===== src/design/srl_pkg.sv =====
/*
  Constants, types and helpers shared by the serial port framing block.
  Assumes a single 10 MHz core clock and a host that drives SCLK in mode 3.
*/
package srl_pkg;

  // ----------------------------------------------------------------
  // Timing
  // ----------------------------------------------------------------
  localparam int CLK_PERIOD_NS = 100;
  localparam int REL_DELAY_NS = 400;
  localparam int REL_CYC = (REL_DELAY_NS + CLK_PERIOD_NS - 1) / CLK_PERIOD_NS;

  // ----------------------------------------------------------------
  // Command and register map
  // ----------------------------------------------------------------
  localparam int CMD_BITS = 8;
  localparam int CMD_READ_POS = 6;
  localparam logic [5:0] ADDR_STATUS = 6'h00;
  localparam logic [5:0] ADDR_CTRL = 6'h01;
  localparam logic [5:0] ADDR_DATA = 6'h02;
  localparam logic [5:0] ADDR_ERROR = 6'h03;
  localparam int W_BYTE = 8;
  localparam int W_CTRL = 16;
  localparam int W_DATA = 24;
  localparam int W_SHIFT = 32;

  // ----------------------------------------------------------------
  // Converter control word fields
  // ----------------------------------------------------------------
  localparam int CTRL_REF_EN_POS = 8;
  localparam int CTRL_CS_USE_POS = 9;
  localparam int CTRL_APPEND_POS = 10;
  localparam int CTRL_REL_DELAY_POS = 11;
  localparam int CTRL_REF_LEVEL_POS = 12;
  localparam int CTRL_RDY_ROUTE_POS = 13;
  localparam logic [15:0] CTRL_RESET = 16'h0000;
  localparam logic [15:0] CTRL_WMASK = 16'hff7f;

  // ----------------------------------------------------------------
  // Error and status fields
  // ----------------------------------------------------------------
  localparam int ERR_WRITE_POS = 0;
  localparam int ERR_READ_POS = 1;
  localparam int ERR_SCLK_CNT_POS = 2;
  localparam logic [2:0] ERR_RESET = 3'h0;
  localparam int STAT_RDY_N_POS = 7;

  typedef enum logic [2:0] {ST_IDLE, ST_CMD, ST_DATA, ST_WAIT, ST_RELEASE} srl_state_t;

  // Payload bits that follow the command byte for one register.
  function automatic logic [5:0] srl_payload_len(input logic [5:0] addr, input logic append);
    case (addr)
      ADDR_CTRL: srl_payload_len = 6'(W_CTRL);
      ADDR_DATA: srl_payload_len = append ? 6'(W_DATA + W_BYTE) : 6'(W_DATA);
      default: srl_payload_len = 6'(W_BYTE);
    endcase
  endfunction : srl_payload_len

endpackage : srl_pkg


===== src/design/srl_pin_if.sv =====
/*
  Synchronised serial pin levels and edges passed from the pin synchroniser
  to the framing core. All signals are on the core clock.
*/
`timescale 1ns/1ns
`default_nettype none
interface srl_pin_if;
  logic sclk;
  logic cs_n;
  logic mosi;
  logic sclk_rise;
  logic sclk_fall;
  logic cs_rise;
  modport sync (output sclk, cs_n, mosi, sclk_rise, sclk_fall, cs_rise);
  modport core (input sclk, cs_n, mosi, sclk_rise, sclk_fall, cs_rise);
endinterface : srl_pin_if
`default_nettype wire


===== src/design/srl_pin_sync.sv =====
/*
  Two-flop synchronisers for SCLK, CS and MOSI with edge detection.
  Assumes the pins are asynchronous to i_clock and SCLK is far slower.
*/
`timescale 1ns/1ns
`default_nettype none
module srl_pin_sync
  import srl_pkg::*;
(
  input wire logic i_clock,
  input wire logic i_rst_n,
  input wire logic i_sclk,
  input wire logic i_cs_n,
  input wire logic i_mosi,
  srl_pin_if.sync pins
);
  // Bit order in each stage: {mosi, cs_n, sclk}. Idle SCLK and CS are high.
  logic [2:0] meta_ff, nxt_meta;
  logic [2:0] sync_ff, nxt_sync;
  logic [1:0] prev_ff, nxt_prev;

  always_comb begin
    nxt_meta = {i_mosi, i_cs_n, i_sclk};
    nxt_sync = meta_ff;
    nxt_prev = sync_ff[1:0];
  end

  always_ff @(posedge i_clock) begin
    if (!i_rst_n) begin
      meta_ff <= 3'h3;
      sync_ff <= 3'h3;
      prev_ff <= 2'h3;
    end else begin
      meta_ff <= nxt_meta;
      sync_ff <= nxt_sync;
      prev_ff <= nxt_prev;
    end
  end

  assign pins.sclk = sync_ff[0];
  assign pins.cs_n = sync_ff[1];
  assign pins.mosi = sync_ff[2];
  assign pins.sclk_rise = sync_ff[0] & ~prev_ff[0];
  assign pins.sclk_fall = ~sync_ff[0] & prev_ff[0];
  assign pins.cs_rise = sync_ff[1] & ~prev_ff[1];
endmodule : srl_pin_sync
`default_nettype wire


===== src/design/srl_tx_shift.sv =====
/*
  Left-shifting transmit register for read payloads, MSB first.
  Assumes load and shift are never asserted in the same cycle.
*/
`timescale 1ns/1ns
`default_nettype none
module srl_tx_shift
  import srl_pkg::*;
#(
  parameter int WIDTH = W_SHIFT
) (
  input wire logic i_clock,
  input wire logic i_rst_n,
  input wire logic i_load,
  input wire logic [WIDTH-1:0] i_load_val,
  input wire logic i_shift,
  output logic o_msb
);
  generate
    if (WIDTH < 2) begin : g_bad_width
      $error("srl_tx_shift needs WIDTH of at least 2");
    end
  endgenerate

  logic [WIDTH-1:0] sh_ff, nxt_sh;

  always_comb begin
    nxt_sh = sh_ff;
    if (i_load) begin
      nxt_sh = i_load_val;
    end else if (i_shift) begin
      nxt_sh = {sh_ff[WIDTH-2:0], 1'b0};
    end
  end

  always_ff @(posedge i_clock) begin
    if (!i_rst_n) begin
      sh_ff <= '0;
    end else begin
      sh_ff <= nxt_sh;
    end
  end

  assign o_msb = sh_ff[WIDTH-1];
endmodule : srl_tx_shift
`default_nettype wire


===== src/design/srl_cs_mode_ctrl.sv =====
/*
  Serial port framing for a sigma-delta converter: command decode, the
  converter control word, 3-wire/4-wire framing, output release and the
  shared data/ready output pin.
  Assumes a mode 3 host (SCLK idles high, data changes on the falling edge)
  and a converter core that pulses i_conv_valid with a new result.
*/
// Contract
// - Status append 0 reads the data register alone, 1 appends the status byte.
// - With append on a data read sends 24 data bits then 8 status bits.
// - Bit 9 of the control word is the chip-select use bit and resets to 0.
// - In 3-wire mode the frame ends on its last rising SCLK edge.
// - In 3-wire mode a read's last rising edge releases the pin or turns it to ready.
// - The release delay bit postpones that release after a read.
// - Payloads are 8, 16 or 24 bits and status append lengthens the data read.
// - Even in 3-wire mode CS high tristates the output pin.
// - In 4-wire mode each rising CS edge ends and resets the frame.
// - In 4-wire mode the pin turns to ready signalling once CS falls again after the CS rise ending a read.
// - Write, read and clock count errors are flagged only in 4-wire mode.
// - In 4-wire mode the output is high impedance while CS is high.
// - Bit 8 enables the internal reference; the level select sets the reference pin only while bit 8 is set.
`timescale 1ns/1ns
`default_nettype none
module srl_cs_mode_ctrl
  import srl_pkg::*;
#(
  parameter int REL_CYCLES = REL_CYC
) (
  input wire logic i_clock,
  input wire logic i_rst_n,
  input wire logic i_sclk,
  input wire logic i_cs_n,
  input wire logic i_mosi,
  input wire logic i_conv_valid,
  input wire logic [W_DATA-1:0] i_conv_data,
  input wire logic [W_BYTE-1:0] i_conv_status,
  output logic o_dout,
  output logic o_dout_oe,
  output logic o_ref_enable,
  output logic o_ref_level,
  output logic [W_CTRL-1:0] o_ctrl_word
);
  generate
    if (REL_CYCLES < 1 || REL_CYCLES > 8) begin : g_bad_rel
      $error("REL_CYCLES must lie in 1..8");
    end
  endgenerate

  // ----------------------------------------------------------------
  // Pin synchronisation and transmit shifter
  // ----------------------------------------------------------------
  srl_pin_if pins ();

  srl_pin_sync u_sync (
    .i_clock(i_clock),
    .i_rst_n(i_rst_n),
    .i_sclk(i_sclk),
    .i_cs_n(i_cs_n),
    .i_mosi(i_mosi),
    .pins(pins)
  );

  logic sh_load;
  logic sh_shift;
  logic sh_msb;
  logic [W_SHIFT-1:0] sh_val;

  srl_tx_shift #(.WIDTH(W_SHIFT)) u_tx (
    .i_clock(i_clock),
    .i_rst_n(i_rst_n),
    .i_load(sh_load),
    .i_load_val(sh_val),
    .i_shift(sh_shift),
    .o_msb(sh_msb)
  );

  // ----------------------------------------------------------------
  // Frame state
  // ----------------------------------------------------------------
  srl_state_t state_ff, nxt_state;
  logic [CMD_BITS-2:0] cmd_ff, nxt_cmd;
  logic [5:0] cnt_ff, nxt_cnt;
  logic [5:0] len_ff, nxt_len;
  logic [5:0] addr_ff, nxt_addr;
  logic rd_ff, nxt_rd;
  logic [W_DATA-1:0] wr_ff, nxt_wr;
  logic [2:0] rel_ff, nxt_rel;
  logic [W_CTRL-1:0] ctrl_ff, nxt_ctrl;
  logic [2:0] err_ff, nxt_err;
  logic [W_DATA-1:0] data_ff, nxt_data;
  logic [W_BYTE-1:0] stat_ff, nxt_stat;
  logic rdy_ff, nxt_rdy;

  logic csen;
  logic append;
  logic route;
  logic rel_delay;
  logic rise;
  logic fall;
  logic cs_end;
  logic cmd_done;
  logic last_bit;
  logic [CMD_BITS-1:0] cmd_full;
  logic [W_DATA-1:0] wr_full;
  logic [W_BYTE-1:0] status_byte;

  assign csen = ctrl_ff[CTRL_CS_USE_POS];
  assign append = ctrl_ff[CTRL_APPEND_POS];
  assign route = ctrl_ff[CTRL_RDY_ROUTE_POS];
  assign rel_delay = ctrl_ff[CTRL_REL_DELAY_POS];
  // In 3-wire mode CS plays no part in framing, only in driving the pin.
  assign rise = pins.sclk_rise && (!csen || !pins.cs_n);
  assign fall = pins.sclk_fall && (!csen || !pins.cs_n);
  assign cs_end = csen && pins.cs_rise;
  assign cmd_full = {cmd_ff, pins.mosi};
  assign wr_full = {wr_ff[W_DATA-2:0], pins.mosi};
  assign cmd_done = (state_ff == ST_CMD) && rise && (cnt_ff == 6'(CMD_BITS - 1));
  assign last_bit = (state_ff == ST_DATA) && rise && (cnt_ff == len_ff - 6'h01);
  assign status_byte = {~rdy_ff, stat_ff[STAT_RDY_N_POS-1:0]};

  always_comb begin
    logic [2:0] err_set;
    err_set = 3'h0;
    nxt_state = state_ff;
    nxt_cmd = cmd_ff;
    nxt_cnt = cnt_ff;
    nxt_len = len_ff;
    nxt_addr = addr_ff;
    nxt_rd = rd_ff;
    nxt_wr = wr_ff;
    nxt_rel = rel_ff;
    nxt_ctrl = ctrl_ff;
    nxt_err = err_ff;
    nxt_data = data_ff;
    nxt_stat = stat_ff;
    nxt_rdy = rdy_ff;
    sh_load = 1'b0;
    sh_shift = 1'b0;
    sh_val = '0;
    case (state_ff)
      ST_IDLE: begin
        if (rise) begin
          nxt_cmd = {cmd_ff[CMD_BITS-3:0], pins.mosi};
          nxt_cnt = 6'h01;
          nxt_state = ST_CMD;
        end
      end
      ST_CMD: begin
        if (rise) begin
          nxt_cmd = {cmd_ff[CMD_BITS-3:0], pins.mosi};
          nxt_cnt = cnt_ff + 6'h01;
        end
        if (cmd_done) begin
          nxt_rd = cmd_full[CMD_READ_POS];
          nxt_addr = cmd_full[5:0];
          nxt_len = srl_payload_len(cmd_full[5:0], append && cmd_full[CMD_READ_POS]);
          nxt_cnt = 6'h00;
          nxt_state = ST_DATA;
          if (cmd_full[CMD_READ_POS]) begin
            sh_load = 1'b1;
            case (cmd_full[5:0])
              ADDR_STATUS: sh_val = {status_byte, 24'h000000};
              ADDR_CTRL: sh_val = {ctrl_ff, 16'h0000};
              ADDR_DATA: sh_val = {data_ff, append ? status_byte : 8'h00};
              ADDR_ERROR: sh_val = {5'h00, err_ff, 24'h000000};
              default: err_set[ERR_READ_POS] = 1'b1;
            endcase
            if (cmd_full[5:0] == ADDR_DATA) begin
              nxt_rdy = 1'b0;
            end
            if (cmd_full[5:0] == ADDR_ERROR) begin
              nxt_err = ERR_RESET;
            end
          end else if (cmd_full[5:0] != ADDR_CTRL) begin
            err_set[ERR_WRITE_POS] = 1'b1;
          end
        end
      end
      ST_DATA: begin
        if (rise) begin
          nxt_wr = wr_full;
          nxt_cnt = cnt_ff + 6'h01;
        end
        if (fall && rd_ff) begin
          sh_shift = 1'b1;
        end
        if (last_bit) begin
          if (!rd_ff && addr_ff == ADDR_CTRL) begin
            nxt_ctrl = wr_full[W_CTRL-1:0] & CTRL_WMASK;
          end
          // The frame length comes from the clock count alone in 3-wire mode.
          if (csen) begin
            nxt_state = ST_WAIT;
          end else if (rd_ff && rel_delay) begin
            nxt_rel = 3'(REL_CYCLES - 1);
            nxt_state = ST_RELEASE;
          end else begin
            nxt_state = ST_IDLE;
          end
        end
      end
      ST_WAIT: begin
        if (rise) begin
          err_set[ERR_SCLK_CNT_POS] = 1'b1;
        end
      end
      ST_RELEASE: begin
        if (rel_ff == 3'h0) begin
          nxt_state = ST_IDLE;
        end else begin
          nxt_rel = rel_ff - 3'h1;
        end
      end
      default: nxt_state = ST_IDLE;
    endcase
    if (cs_end) begin
      nxt_state = ST_IDLE;
      if (state_ff == ST_CMD || state_ff == ST_DATA) begin
        err_set[ERR_SCLK_CNT_POS] = 1'b1;
      end
    end
    // Error flags mean nothing without CS framing, so no new flags are set then.
    if (csen) begin
      nxt_err = nxt_err | err_set;
    end
    // A result arriving in the same cycle as a data read wins over the clear.
    if (i_conv_valid) begin
      nxt_data = i_conv_data;
      nxt_stat = i_conv_status;
      nxt_rdy = 1'b1;
    end
  end

  always_ff @(posedge i_clock) begin
    if (!i_rst_n) begin
      state_ff <= ST_IDLE;
      cmd_ff <= '0;
      cnt_ff <= 6'h00;
      len_ff <= 6'h00;
      addr_ff <= 6'h00;
      rd_ff <= 1'b0;
      wr_ff <= '0;
      rel_ff <= 3'h0;
      ctrl_ff <= CTRL_RESET;
      err_ff <= ERR_RESET;
      data_ff <= '0;
      stat_ff <= '0;
      rdy_ff <= 1'b0;
    end else begin
      state_ff <= nxt_state;
      cmd_ff <= nxt_cmd;
      cnt_ff <= nxt_cnt;
      len_ff <= nxt_len;
      addr_ff <= nxt_addr;
      rd_ff <= nxt_rd;
      wr_ff <= nxt_wr;
      rel_ff <= nxt_rel;
      ctrl_ff <= nxt_ctrl;
      err_ff <= nxt_err;
      data_ff <= nxt_data;
      stat_ff <= nxt_stat;
      rdy_ff <= nxt_rdy;
    end
  end

  // ----------------------------------------------------------------
  // Output pin and reference controls
  // ----------------------------------------------------------------
  logic dout_ff, nxt_dout;
  logic oe_ff, nxt_oe;
  logic ref_en_ff, nxt_ref_en;
  logic ref_lvl_ff, nxt_ref_lvl;
  logic [W_CTRL-1:0] ctrl_out_ff;
  logic read_out;

  assign read_out = rd_ff && (state_ff == ST_DATA || state_ff == ST_WAIT ||
                              state_ff == ST_RELEASE);

  always_comb begin
    nxt_dout = dout_ff;
    if (read_out) begin
      if (state_ff == ST_DATA && fall) begin
        nxt_dout = sh_msb;
      end
    end else begin
      nxt_dout = ~rdy_ff;
    end
    // CS high always wins over driving, whatever the wire mode.
    nxt_oe = !pins.cs_n && (read_out || route);
    nxt_ref_en = ctrl_ff[CTRL_REF_EN_POS];
    nxt_ref_lvl = ctrl_ff[CTRL_REF_EN_POS] & ctrl_ff[CTRL_REF_LEVEL_POS];
  end

  always_ff @(posedge i_clock) begin
    if (!i_rst_n) begin
      dout_ff <= 1'b1;
      oe_ff <= 1'b0;
      ref_en_ff <= 1'b0;
      ref_lvl_ff <= 1'b0;
      ctrl_out_ff <= CTRL_RESET;
    end else begin
      dout_ff <= nxt_dout;
      oe_ff <= nxt_oe;
      ref_en_ff <= nxt_ref_en;
      ref_lvl_ff <= nxt_ref_lvl;
      ctrl_out_ff <= nxt_ctrl;
    end
  end

  assign o_dout = dout_ff;
  assign o_dout_oe = oe_ff;
  assign o_ref_enable = ref_en_ff;
  assign o_ref_level = ref_lvl_ff;
  assign o_ctrl_word = ctrl_out_ff;
endmodule : srl_cs_mode_ctrl
`default_nettype wire


===== config.mk =====
export PLATFORM = sky130hd
export DESIGN_NAME = srl_cs_mode_ctrl
export DESIGN_NICKNAME = d
export VERILOG_FILES = /design/src/design/srl_pkg.sv /design/src/design/srl_pin_if.sv /design/src/design/srl_pin_sync.sv /design/src/design/srl_tx_shift.sv /design/src/design/srl_cs_mode_ctrl.sv
export SDC_FILE = /design/constraint.sdc
export NUM_CORES = 1
export LEC_CHECK = 0
export ABC_AREA = 0
export BUFFER_PORTS_ARGS = -buffer_cell sky130_fd_sc_hd__buf_2
export CAP_MARGIN = 20
export CELL_PAD_IN_SITES_DETAIL_PLACEMENT = 1
export CELL_PAD_IN_SITES_GLOBAL_PLACEMENT = 2
export CORE_UTILIZATION = 29
export CTS_BUF_LIST = sky130_fd_sc_hd__clkbuf_8
export DETAILED_ROUTE_END_ITERATION = 16
export PLACE_DENSITY = 0.71
export SLEW_MARGIN = 20
export SYNTH_ARGS = -nofsm -noshare
export SYNTH_HDL_FRONTEND = slang
export SYNTH_SLANG_ARGS = --single-unit

===== constraint.sdc =====
create_clock -name i_clock -period 4.2 [get_ports i_clock]
set_input_delay 0.84 -clock i_clock [delete_from_list [all_inputs] [get_ports i_clock]]
set_output_delay 0.84 -clock i_clock [all_outputs]
set_load 0.1 [all_outputs]

==> metrics.md, run 1 <==
| Metric | Value |
|---|---|
| Status | completed |
| Final hold vios | 0 |
| Top-area cell type share of the netlist area | 46.9% |
| Top_reg_cell synth | dfxtp_1 |
| Largest net degree at the start of global routing | 51 |
| Area leader, netlist | dfxtp_1 |
| GPL Wtd Cong | 0.757 |
| Ranking of synthesized cells by area | dfxtp_1 (47%), mux2i_1 (11%), nand2_1 (5.9%), nor2_1 (5.1%), a21oi_1 (4.8%) |
| Startpoint Class | flop |
| RSZ-0062 raised after global routing | no |
| Slew headroom | 32.8% |
| #FFs+latches synth | 137 |
| F_max | 339 MHz |
| H-tree depth | 4 |
| Drt first pass iters | 4 |
| Root Driver | clkbuf_8 |
| Setup WS post-layout | 1.25 ns |
| Die Area | 0.0208 mm2 |
| Core area | 0.0197 mm2 |
| Worst vdd ir | 0.178 mV |
| # rows | 51 |
| Hpwl dp | 10.9 mm |
| Worst setup EP type | flop |
| Mean number of vias per cell | 4.85 |
| Post-CTS Setup Repair Bufs | 0 |
| Final core occ | 34.2% |
| First-pass GRT wire length | 25.5 mm |
| Post-synthesis cell area | 0.00585 mm2 |
| Crit Path Max Fanout | 19 |
| TNS Setup | 0 ns |
| Synth Instances | 664 |
| Arr. time, crit path | 3.27 ns |
| Worst Path Class, Setup | reg2reg |
| PortBufs | 55 |
| Fraction of layout instances using a drive strength above 1 | 16.5% |
| Crit path time final | 2.95 ns |
| Die Span X | 144 um |
| Worst hold margin | 0.414 ns |
| Die Ht | 144 um |
| Final #Nets | 745 |
| Post-CTS Resized | 0 |
| Starting Density | 29.8% |
| Num ports | 58 |
| Mean post-synth cell area | 8.81 um2 |
| Worst-Skew Late Latency | 0.44 ns |
| Synth async-reset ratio | 0% |
| Layout area overhead | 15.0% |
| Synth cell types | 55 |
| Clock Tree Buf Depth | 2 |
| Required @ worst endpoint | 4.52 ns |
| Starting DRC count in detailed routing | 196 |
| Hold buffer count at cts | 0 |
| TritonCTS clock tree | done |
| Tot GR Track Use | 16.1% |
| CTS buffer count | 17 |
| PD cells | 366 mW/mm2 |
| Period Utilization, post-route | 70.2% |
| Final WL | 15.5 mm |
| Via count | 4751 |
| Vias in the first global route | 4886 |
| EDFF count, synth | 0 |
| Final setup fails | 0 |
| Max-Cap Viols | 0 |
| Syn Nets | 706 |
| Fin. max-slew vios | 0 |
| Post-synthesis sequential area ratio | 46.9% |
| Initial antenna violation count | 0 |
| Final Skew | 0.0103 ns |
| Yosys Warn Count | 0 |
| Least-Margin Pin Slew | 1.00 ns |
| # DRC | 0 |
| Setup WS pre-CTS | 1.24 ns |
| Leak Pwr | 2.68 nW |
| Post-route ant nets | 0 |
| Gr ovfl total | 0 |
| WL/cell | 15.9 um |
| Clock sinks | 137 |
| Worst Hold Class | reg2reg |
| Antenna diodes | 0 |
| Clock-pin transition on the worst setup and hold timing paths | 0.08 ns |
## synth_stat cells, types with 10 or more instances
cell type,number
mux2_2,15
o21ai_0,24
clkbuf_1,32
o21a_1,10
a21oi_1,56
mux2i_1,63
nand2b_1,10
nand3_1,27
nor2_1,79
and3_1,13
nand2_1,92
dfxtp_1,137
## power breakdown
group          internal [W]  total, W  switching [W]  leakage, nW
combinational     0.0000453  0.000114      0.0000691         1.37
clock              0.000524   0.00101       0.000489        0.195
sequential          0.00132   0.00134      0.0000167         1.11
total               0.00189   0.00247       0.000575         2.68
## per-stage QoR
step	power, W	cell area, um2	cells
3_5_place_dp	0.00148	6370	949
3_3_place_gp	0.00148	6370	949
4_1_cts	0.00251	6730	979
2_1_floorplan	0.00144	5850	664
5_1_grt	0.00259	6730	979
6_report	0.00247	6730	979
## registers in the layout (all words and copies together), names as in the netlist, 6 cells and up
| signal | cells |
|---|---|
| u_tx.sh_ff | 32 |
| data_ff | 24 |
| o_ctrl_word | 15 |
| wr_ff | 15 |
| stat_ff | 7 |
| addr_ff | 6 |
| cmd_ff | 6 |
| cnt_ff | 6 |
## cell families after synthesis
family	after synthesis	share of synthesized area, %
and+or+nand+nor	258	20.4
DFF	137	46.9
AOI/OAI and AO/OA	124	12.8
muxes	79	14.0
buffers and inverters	54	3.76
xor gates and xnor gates	7	1.30
adders and majority gates	4	0.855
other	1	0.0641
## critical path, stage by stage (launching register included)
cell,delay [ns]
dfxtp_1,0.56
nor3b_1,0.44
nand4_1,0.87
buf_4,0.52
mux2_2,0.29
nand2_1,0.06
a21oi_1,0.07
## placed cells by master (no fill, tap or decap), types with 3 or more instances in the layout
cell	instances
nor2_1	79
o22ai_1	5
nor2b_1	5
nand3_1	27
xor2_1	4
or3_1	4
mux2i_1	63
nand4_1	3
inv_1	9
clkinv_2	3
nor3_1	3
and3_1	13
buf_2	55
nand2b_1	10
a2bb2oi_1	4
a21oi_1	56
nor3b_1	3
o21a_1	10
a22o_1	7
nor3_2	3
clkbuf_8	18
a31oi_1	4
nor4_1	4
buf_4	12
ha_1	4
mux2_2	15
dfxtp_1	137
o21ai_0	24
and2_1	4
nand2_1	92
## path summary, 6_finish.rpt
path | from | to | slack [ns] | cells past startpoint
hold reg to reg | u_sync.meta_ff[0]$_SDFF_PN1_ | u_sync.sync_ff[0]$_SDFF_PN1_ | 0.41 | 1
setup reg to reg | state_ff[1]$_SDFFE_PP0P_ | u_tx.sh_ff[28]$_SDFFE_PN0P_ | 1.25 | 6
hold / removal | u_sync.meta_ff[0]$_SDFF_PN1_ | u_sync.sync_ff[0]$_SDFF_PN1_ | 0.41 | 1
setup / recovery | state_ff[1]$_SDFFE_PP0P_ | u_tx.sh_ff[28]$_SDFFE_PN0P_ | 1.25 | 6
## metal layers
metal | wire length, um | track usage (%) | up-vias
met5 | 0 | 0 | -
met4 | 181 | 4.31 | 0
met3 | 549 | 4.24 | 17
met2 | 7110 | 25.7 | 65
met1 | 7700 | 21.2 | 2304
li1 | - | - | 2365
## area by class of cell
| type | instances | area [um2] |
|---|---|---|
| fillers | 2373 | 12900 |
| clock buffers | 18 | 248 |
| flip-flops and latches | 137 | 2740 |
| clock inverters | 12 | 114 |
| repair buffers | 67 | 365 |
| well taps | 265 | 332 |
| inverters | 7 | 26.3 |
| multi-input cells | 473 | 2900 |
No activity file was read; power rests on OpenSTA's default activity.
==> inputs of run 2 (changes only) <==
- clock period: 4.2 -> 2.8 ns (I/O delays scaled with it)
==> run 2 against run 1 <==
  * Hold slack lost 0.11 ns
  * Final cell count grew 1.0%
  * Register-to-register slack lost 0.87 ns
  * Clock power grew 62%
  * Core utilization grew 0.63 points
  * Critical endpoint is now rel_ff[2]$_SDFFE_PN0P_
==> metrics.md, run 2 (same netlist as run 1, synthesis figures left out) <==
| Metric | Value |
|---|---|
| Fin. max-slew vios | 0 |
| Biggest regs | u_tx.sh_ff: 32 flops, data_ff: 24 flops |
| Crit-path max cell delay | 0.55 ns |
| PortBufs | 55 |
| Worst Hold Class | in2reg |
| Hold buffer count at cts | 0 |
| Crit Path Max Fanout | 5 |
| Initial antenna violation count | 0 |
| P_int | 0.00292 W |
| Commonest non-fill, non-tap cell in the layout | dfxtp_1 |
| Reg2reg start | len_ff[3]$_SDFFE_PN0P_ |
| Fraction of layout instances using a drive strength above 1 | 18.1% |
| Final WL | 15.6 mm |
| Core area | 0.0197 mm2 |
| Die Area | 0.0208 mm2 |
| Hpwl dp | 10.9 mm |
| Antenna diodes | 0 |
| Required @ worst endpoint | 3.17 ns |
| Die Span X | 144 um |
| First-pass GRT wire length | 25.2 mm |
| Num ports | 58 |
| TritonCTS clock tree | done |
| FF-to-FF End | rel_ff[2]$_SDFFE_PN0P_ |
| Post-CTS Setup Repair Bufs | 0 |
| Hold path endpoint | u_sync.meta_ff[1]$_SDFF_PN1_ |
| Non-Filler Instances | 989 |
| Final Skew | 0.00968 ns |
| Post-route ant nets | 0 |
| Startpoint Class | flop |
| Worst vdd ir | 0.282 mV |
| Drt first pass iters | 4 |
| Worst-Skew Late Latency | 0.44 ns |
| Max reg flops | 32 |
| Combinational share of power | 4.6% |
| Reg power frac | 52.6% |
| Leak Pwr | 2.73 nW |
| Vias in the first global route | 4849 |
| Least-Margin Pin Slew | 0.952 ns |
| Arr. time, crit path | 2.79 ns |
| H-tree depth | 4 |
| Slew headroom | 36.5% |
| Starting Density | 29.8% |
| Final #Nets | 754 |
| Status | completed |
| Placed cell count | 958 |
| Final setup fails | 0 |
| Period Utilization, post-route | 86.5% |
| Layout area overhead | 17.1% |
| Hold Crit Depth | 2 |
| Setup WS post-layout | 0.379 ns |
| Clock-pin transition on the worst setup and hold timing paths | 0.08 ns |
| F_max | 413 MHz |
| WL/cell | 15.8 um |
| Number of buffers and inverters on the critical path | 1 |
| Worst Path Class, Setup | reg2reg |
| Crit path time final | 2.42 ns |
| Clock sinks | 137 |
| Register with the most flip-flops | u_tx.sh_ff |
| Mean number of vias per cell | 4.78 |
| GPL Wtd Cong | 0.749 |
| Clk network pwr share | 42.8% |
| Commonest cells after routing, fill and taps aside | dfxtp_1 (137), nand2_1 (92), nor2_1 (79) |
| Root Driver | clkbuf_8 |
| CP cell instances | inv_1, ha_1, xnor2_1, or4_4, or4_4, a211o_1, a21oi_2 |
| CTS buffer count | 17 |
| Largest net degree at the start of global routing | 63 |
| Clock Tree Buf Depth | 2 |
| NetSw | 0.000900 W |
| Crit-path slowest cell | or4_4 |
| PD cells | 557 mW/mm2 |
| Origin of the worst min-delay path | i_cs_n |
| # DRC | 0 |
| Setup WS pre-CTS | 0.393 ns |
| Setup crit start | len_ff[3]$_SDFFE_PN0P_ |
| Starting DRC count in detailed routing | 205 |
| Post-CTS Resized | 0 |
| Via count | 4727 |
| Switching Share | 23.6% |
| CP top delay family | simple AND/OR/NAND/NOR gates |
| TNS Setup | 0 ns |
| # rows | 51 |
| Tot GR Track Use | 15.9% |
| Final hold vios | 0 |
| Register-to-register setup slack | 0.38 ns |
| Gr ovfl total | 0 |
| R2r worst-path depth | 7 |
| Worst hold margin | 0.303 ns |
| Max-Cap Viols | 0 |
| Worst setup EP type | flop |
| RSZ-0062 raised after global routing | no |
| Die Ht | 144 um |
| Cell mode on critical path | or4_4 |
==> run 2: changes by cell type in the layout (fill, tap and decap cells not counted), sizes merged <==
cell / change
clkinv: +3
bufinv: +1
inv: -3
clkbuf: -1
clkinvlp: +1
buf: +9
==> run 2: worst reg2reg max path: cells and delay by family, from the launching register on <==
family          cells  cell delay [ns]
fa+ha+maj           1             0.30
simple gates        2             1.09
flops               1             0.37
buf+inv             1             0.06
xor+xnor            1             0.13
compound gates      2             0.44
==> run 2: layer usage <==
| metal | vias to the layer above | wire, um | GRT usage, % |
|---|---|---|---|
| met5 | - | 0 | 0 |
| met4 | 0 | 182 | 4.87 |
| met3 | 16 | 448 | 3.77 |
| met2 | 63 | 7170 | 25.9 |
| met1 | 2255 | 7810 | 20.7 |
| li1 | 2393 | - | - |
==> run 2: stage by stage <==
step | power, W | utilization [%] | instance area [um2]
after floorplan | 0.00216 | - | 5850
after global placement | 0.00223 | 32.9 | 6460
after detailed placement | 0.00223 | 32.9 | 6460
after CTS | 0.00388 | 34.9 | 6850
after global routing | 0.00400 | 34.9 | 6850
final | 0.00382 | 34.9 | 6850
==> run 2: cell type report <==
| type | count | area, um2 |
|---|---|---|
| multi-input combinational | 473 | 2900 |
| sequential | 137 | 2740 |
| inverter | 7 | 26.3 |
| fill | 2343 | 12800 |
| tap | 265 | 332 |
| clock inverter | 14 | 159 |
| clock buffer | 17 | 234 |
| timing repair buffer | 76 | 458 |
==> run 2: worst max-delay path by stage <==
| stage | cells past startpoint | endpoint | slack, ns |
|---|---|---|---|
| detailed placement | 7 | rel_ff[2]$_SDFFE_PN0P_ | 0.39 |
| finish | 7 | rel_ff[2]$_SDFFE_PN0P_ | 0.38 |
| floorplan | 7 | u_tx.sh_ff[20]$_SDFFE_PN0P_ | 0.20 |
| CTS | 7 | rel_ff[2]$_SDFFE_PN0P_ | 0.38 |
| global route | 6 | u_tx.sh_ff[31]$_SDFFE_PN0P_ | 0.21 |
| global placement | 7 | rel_ff[2]$_SDFFE_PN0P_ | 0.41 |
==> run 2: power groups by stage <==
stage	Sequential [W]	Combinational, W	Clock [W]
6_report	0.00201	0.000176	0.00164
5_1_grt	0.00201	0.000196	0.00179
4_1_cts	0.00201	0.000181	0.00170
3_5_place_dp	0.00205	0.000180	0
3_3_place_gp	0.00205	0.000174	0
2_1_floorplan	0.00205	0.000116	0
==> inputs of run 3 (changes only) <==
--- a/config.mk
+++ b/config.mk
@@ -12,8 +12,8 @@
 export CELL_PAD_IN_SITES_GLOBAL_PLACEMENT = 2
 export CORE_UTILIZATION = 29
-export CTS_BUF_LIST = sky130_fd_sc_hd__clkbuf_8
+export CTS_BUF_LIST = sky130_fd_sc_hd__clkbuf_4 sky130_fd_sc_hd__clkbuf_8 sky130_fd_sc_hd__clkbuf_16
 export DETAILED_ROUTE_END_ITERATION = 16
 export PLACE_DENSITY = 0.71
-export SLEW_MARGIN = 20
+export SLEW_MARGIN = 30
 export SYNTH_ARGS = -nofsm -noshare
 export SYNTH_HDL_FRONTEND = slang
==> constraint.sdc (replaced) <==
create_clock -name i_clock -period 2.8 [get_ports i_clock]
set_input_delay 0.56 -clock i_clock [delete_from_list [all_inputs] [get_ports i_clock]]
set_output_delay 0.56 -clock i_clock [all_outputs]
set_load 0.005 [all_outputs]
==> run 3 against run 2 <==
  * Maximum frequency barely moved
  * Core utilization up 0.99 points
  * First-iteration DRC count down 0.98%
  * Final cell count is the same
  * Routed wire length is 0.83% higher
  * Worst setup slack better by 0.00066 ns
  * Final area rose by 2.8%
  * Combinational power is 6% lower
  * Critical endpoint unchanged
  * Largest power group is now the clock network
  * Highest routed layer unchanged
==> metrics.md, run 3 (same netlist as run 1, synthesis figures left out) <==
| Metric | Value |
|---|---|
| GPL Wtd Cong | 0.749 |
| Setup WS pre-CTS | 0.393 ns |
| TNS Setup | 0 ns |
| Fin. max-slew vios | 0 |
| Fraction of layout instances using a drive strength above 1 | 18.2% |
| Register with the most flip-flops | u_tx.sh_ff |
| Status | completed |
| PD cells | 629 mW/mm2 |
| Final hold vios | 0 |
| Hold buffer count at cts | 0 |
| Max-Cap Viols | 0 |
| Worst setup EP type | flop |
| Clock Tree Buf Depth | 2 |
| Max reg flops | 32 |
| Mean number of vias per cell | 4.79 |
| Worst-Skew Late Latency | 0.42 ns |
| Multi-input gate area | 0.00290 mm2 |
| Least-Margin Pin Slew | 0.955 ns |
| Layout area overhead | 20.4% |
| Gr ovfl total | 0 |
| WL/cell | 15.9 um |
| Crit Path Max Fanout | 5 |
| # rows | 51 |
| CP cell instances | inv_1, ha_1, xnor2_1, or4_4, or4_4, a211o_1, a21oi_2 |
| Setup WS post-layout | 0.380 ns |
| Worst Path Class, Setup | reg2reg |
| Period Utilization, post-route | 86.4% |
| CP top delay family | simple AND/OR/NAND/NOR gates |
| Cell mode on critical path | or4_4 |
| Num ports | 58 |
| Via count | 4735 |
| Vias in the first global route | 4858 |
| Largest net degree at the start of global routing | 63 |
| Post-CTS Resized | 0 |
| Required @ worst endpoint | 3.16 ns |
| TritonCTS clock tree | done |
| CTS buffer count | 17 |
| Root Driver | clkbuf_16 |
| PortBufs | 55 |
| Crit path time final | 2.42 ns |
| Arr. time, crit path | 2.78 ns |
| Worst Hold Class | in2reg |
| Hpwl dp | 10.9 mm |
| Tot GR Track Use | 16.2% |
| Commonest non-fill, non-tap cell in the layout | dfxtp_1 |
| Core area | 0.0197 mm2 |
| Fillers | 2329 |
| Die Area | 0.0208 mm2 |
| # DRC | 0 |
| Commonest cells after routing, fill and taps aside | dfxtp_1 (137), nand2_1 (92), nor2_1 (79) |
| Final setup fails | 0 |
| Metal1 wirelength | 7.86 mm |
| First-pass GRT wire length | 25.5 mm |
| Biggest regs | u_tx.sh_ff: 32 flops, data_ff: 24 flops |
| Crit-path slowest cell | or4_4 |
| Antenna diodes | 0 |
| Final Skew | 0.00717 ns |
| H-tree depth | 4 |
| Post-route ant nets | 0 |
| RSZ-0062 raised after global routing | no |
| Leak Pwr | 2.82 nW |
| Startpoint Class | flop |
| Slew headroom | 36.3% |
| Worst vdd ir | 0.372 mV |
| Reg area | 0.00274 mm2 |
| Met2 wire length | 7.20 mm |
| Final WL | 15.7 mm |
| Die Span X | 144 um |
| Clock-pin transition on the worst setup and hold timing paths | 0.06 ns |
| Starting DRC count in detailed routing | 203 |
| F_max | 413 MHz |
| Clock sinks | 137 |
| Top routing layer used | met4 |
| Number of buffers and inverters on the critical path | 1 |
| Initial antenna violation count | 0 |
| Post-CTS Setup Repair Bufs | 0 |
| Starting Density | 29.8% |
| Routed wl met3 | 472 um |
| Crit-path max cell delay | 0.55 ns |
| Die Ht | 144 um |
| Final #Nets | 754 |
| Drt first pass iters | 4 |
==> run 3: metal layers <==
metal,GRT usage (%),vias up
li1,-,2393
met3,4.17,19
met1,20.9,2260
met5,0,-
met2,26.0,63
met4,5.71,0
==> run 3: worst reg2reg max path, delay by kind of cell, from the launching register on <==
family / cells / cell delay, ns
flip-flops: 1 / 0.36
adder cells (fa/ha/maj): 1 / 0.30
AND/OR/NAND/NOR: 2 / 1.09
AO/OA/AOI/OAI: 2 / 0.44
XOR/XNOR: 1 / 0.13
buffers and inverters: 1 / 0.06
==> run 3: area by class of cell <==
| cell class | count | share of cell area [%] |
|---|---|---|
| multi-input cells | 473 | 41.2 |
| flip-flops and latches | 137 | 38.9 |
| well taps | 265 | 4.70 |
| repair buffers | 76 | 6.50 |
| inverters | 7 | 0.373 |
| clock inverters | 13 | 2.20 |
| clock buffers | 18 | 6.14 |
==> run 3: worst paths after layout <==
kind	startpoint	to	slack (ns)	cells past startpoint
hold reg to reg	u_sync.meta_ff[1]$_SDFF_PN1_	u_sync.sync_ff[1]$_SDFF_PN1_	0.41	1
setup / recovery	len_ff[3]$_SDFFE_PN0P_	rel_ff[2]$_SDFFE_PN0P_	0.38	7
hold / removal	i_sclk	u_sync.meta_ff[0]$_SDFF_PN1_	0.32	2
setup reg to reg	len_ff[3]$_SDFFE_PN0P_	rel_ff[2]$_SDFFE_PN0P_	0.38	7
==> run 3: metrics by stage <==
| stage | cells | cell area (um2) | util [%] | power (W) | hold WS, ns |
|---|---|---|---|---|---|
| 2_1_floorplan | 664 | 5850 | - | 0.00215 | 0.386 |
| 3_3_place_gp | 958 | 6460 | 32.9 | 0.00222 | 0.391 |
| 3_5_place_dp | 958 | 6460 | 32.9 | 0.00222 | 0.397 |
| 4_1_cts | 989 | 7050 | 35.9 | 0.00450 | 0.304 |
| 5_1_grt | 989 | 7050 | 35.9 | 0.00462 | 0.304 |
| 6_report | 989 | 7050 | 35.9 | 0.00444 | 0.322 |
==> run 3: where the power goes <==
group          internal (W)  total [W]  leakage, nW  switching (W)
clock               0.00140    0.00226        0.285       0.000864
sequential          0.00198    0.00201         1.11      0.0000250
combinational     0.0000719   0.000166         1.42      0.0000937
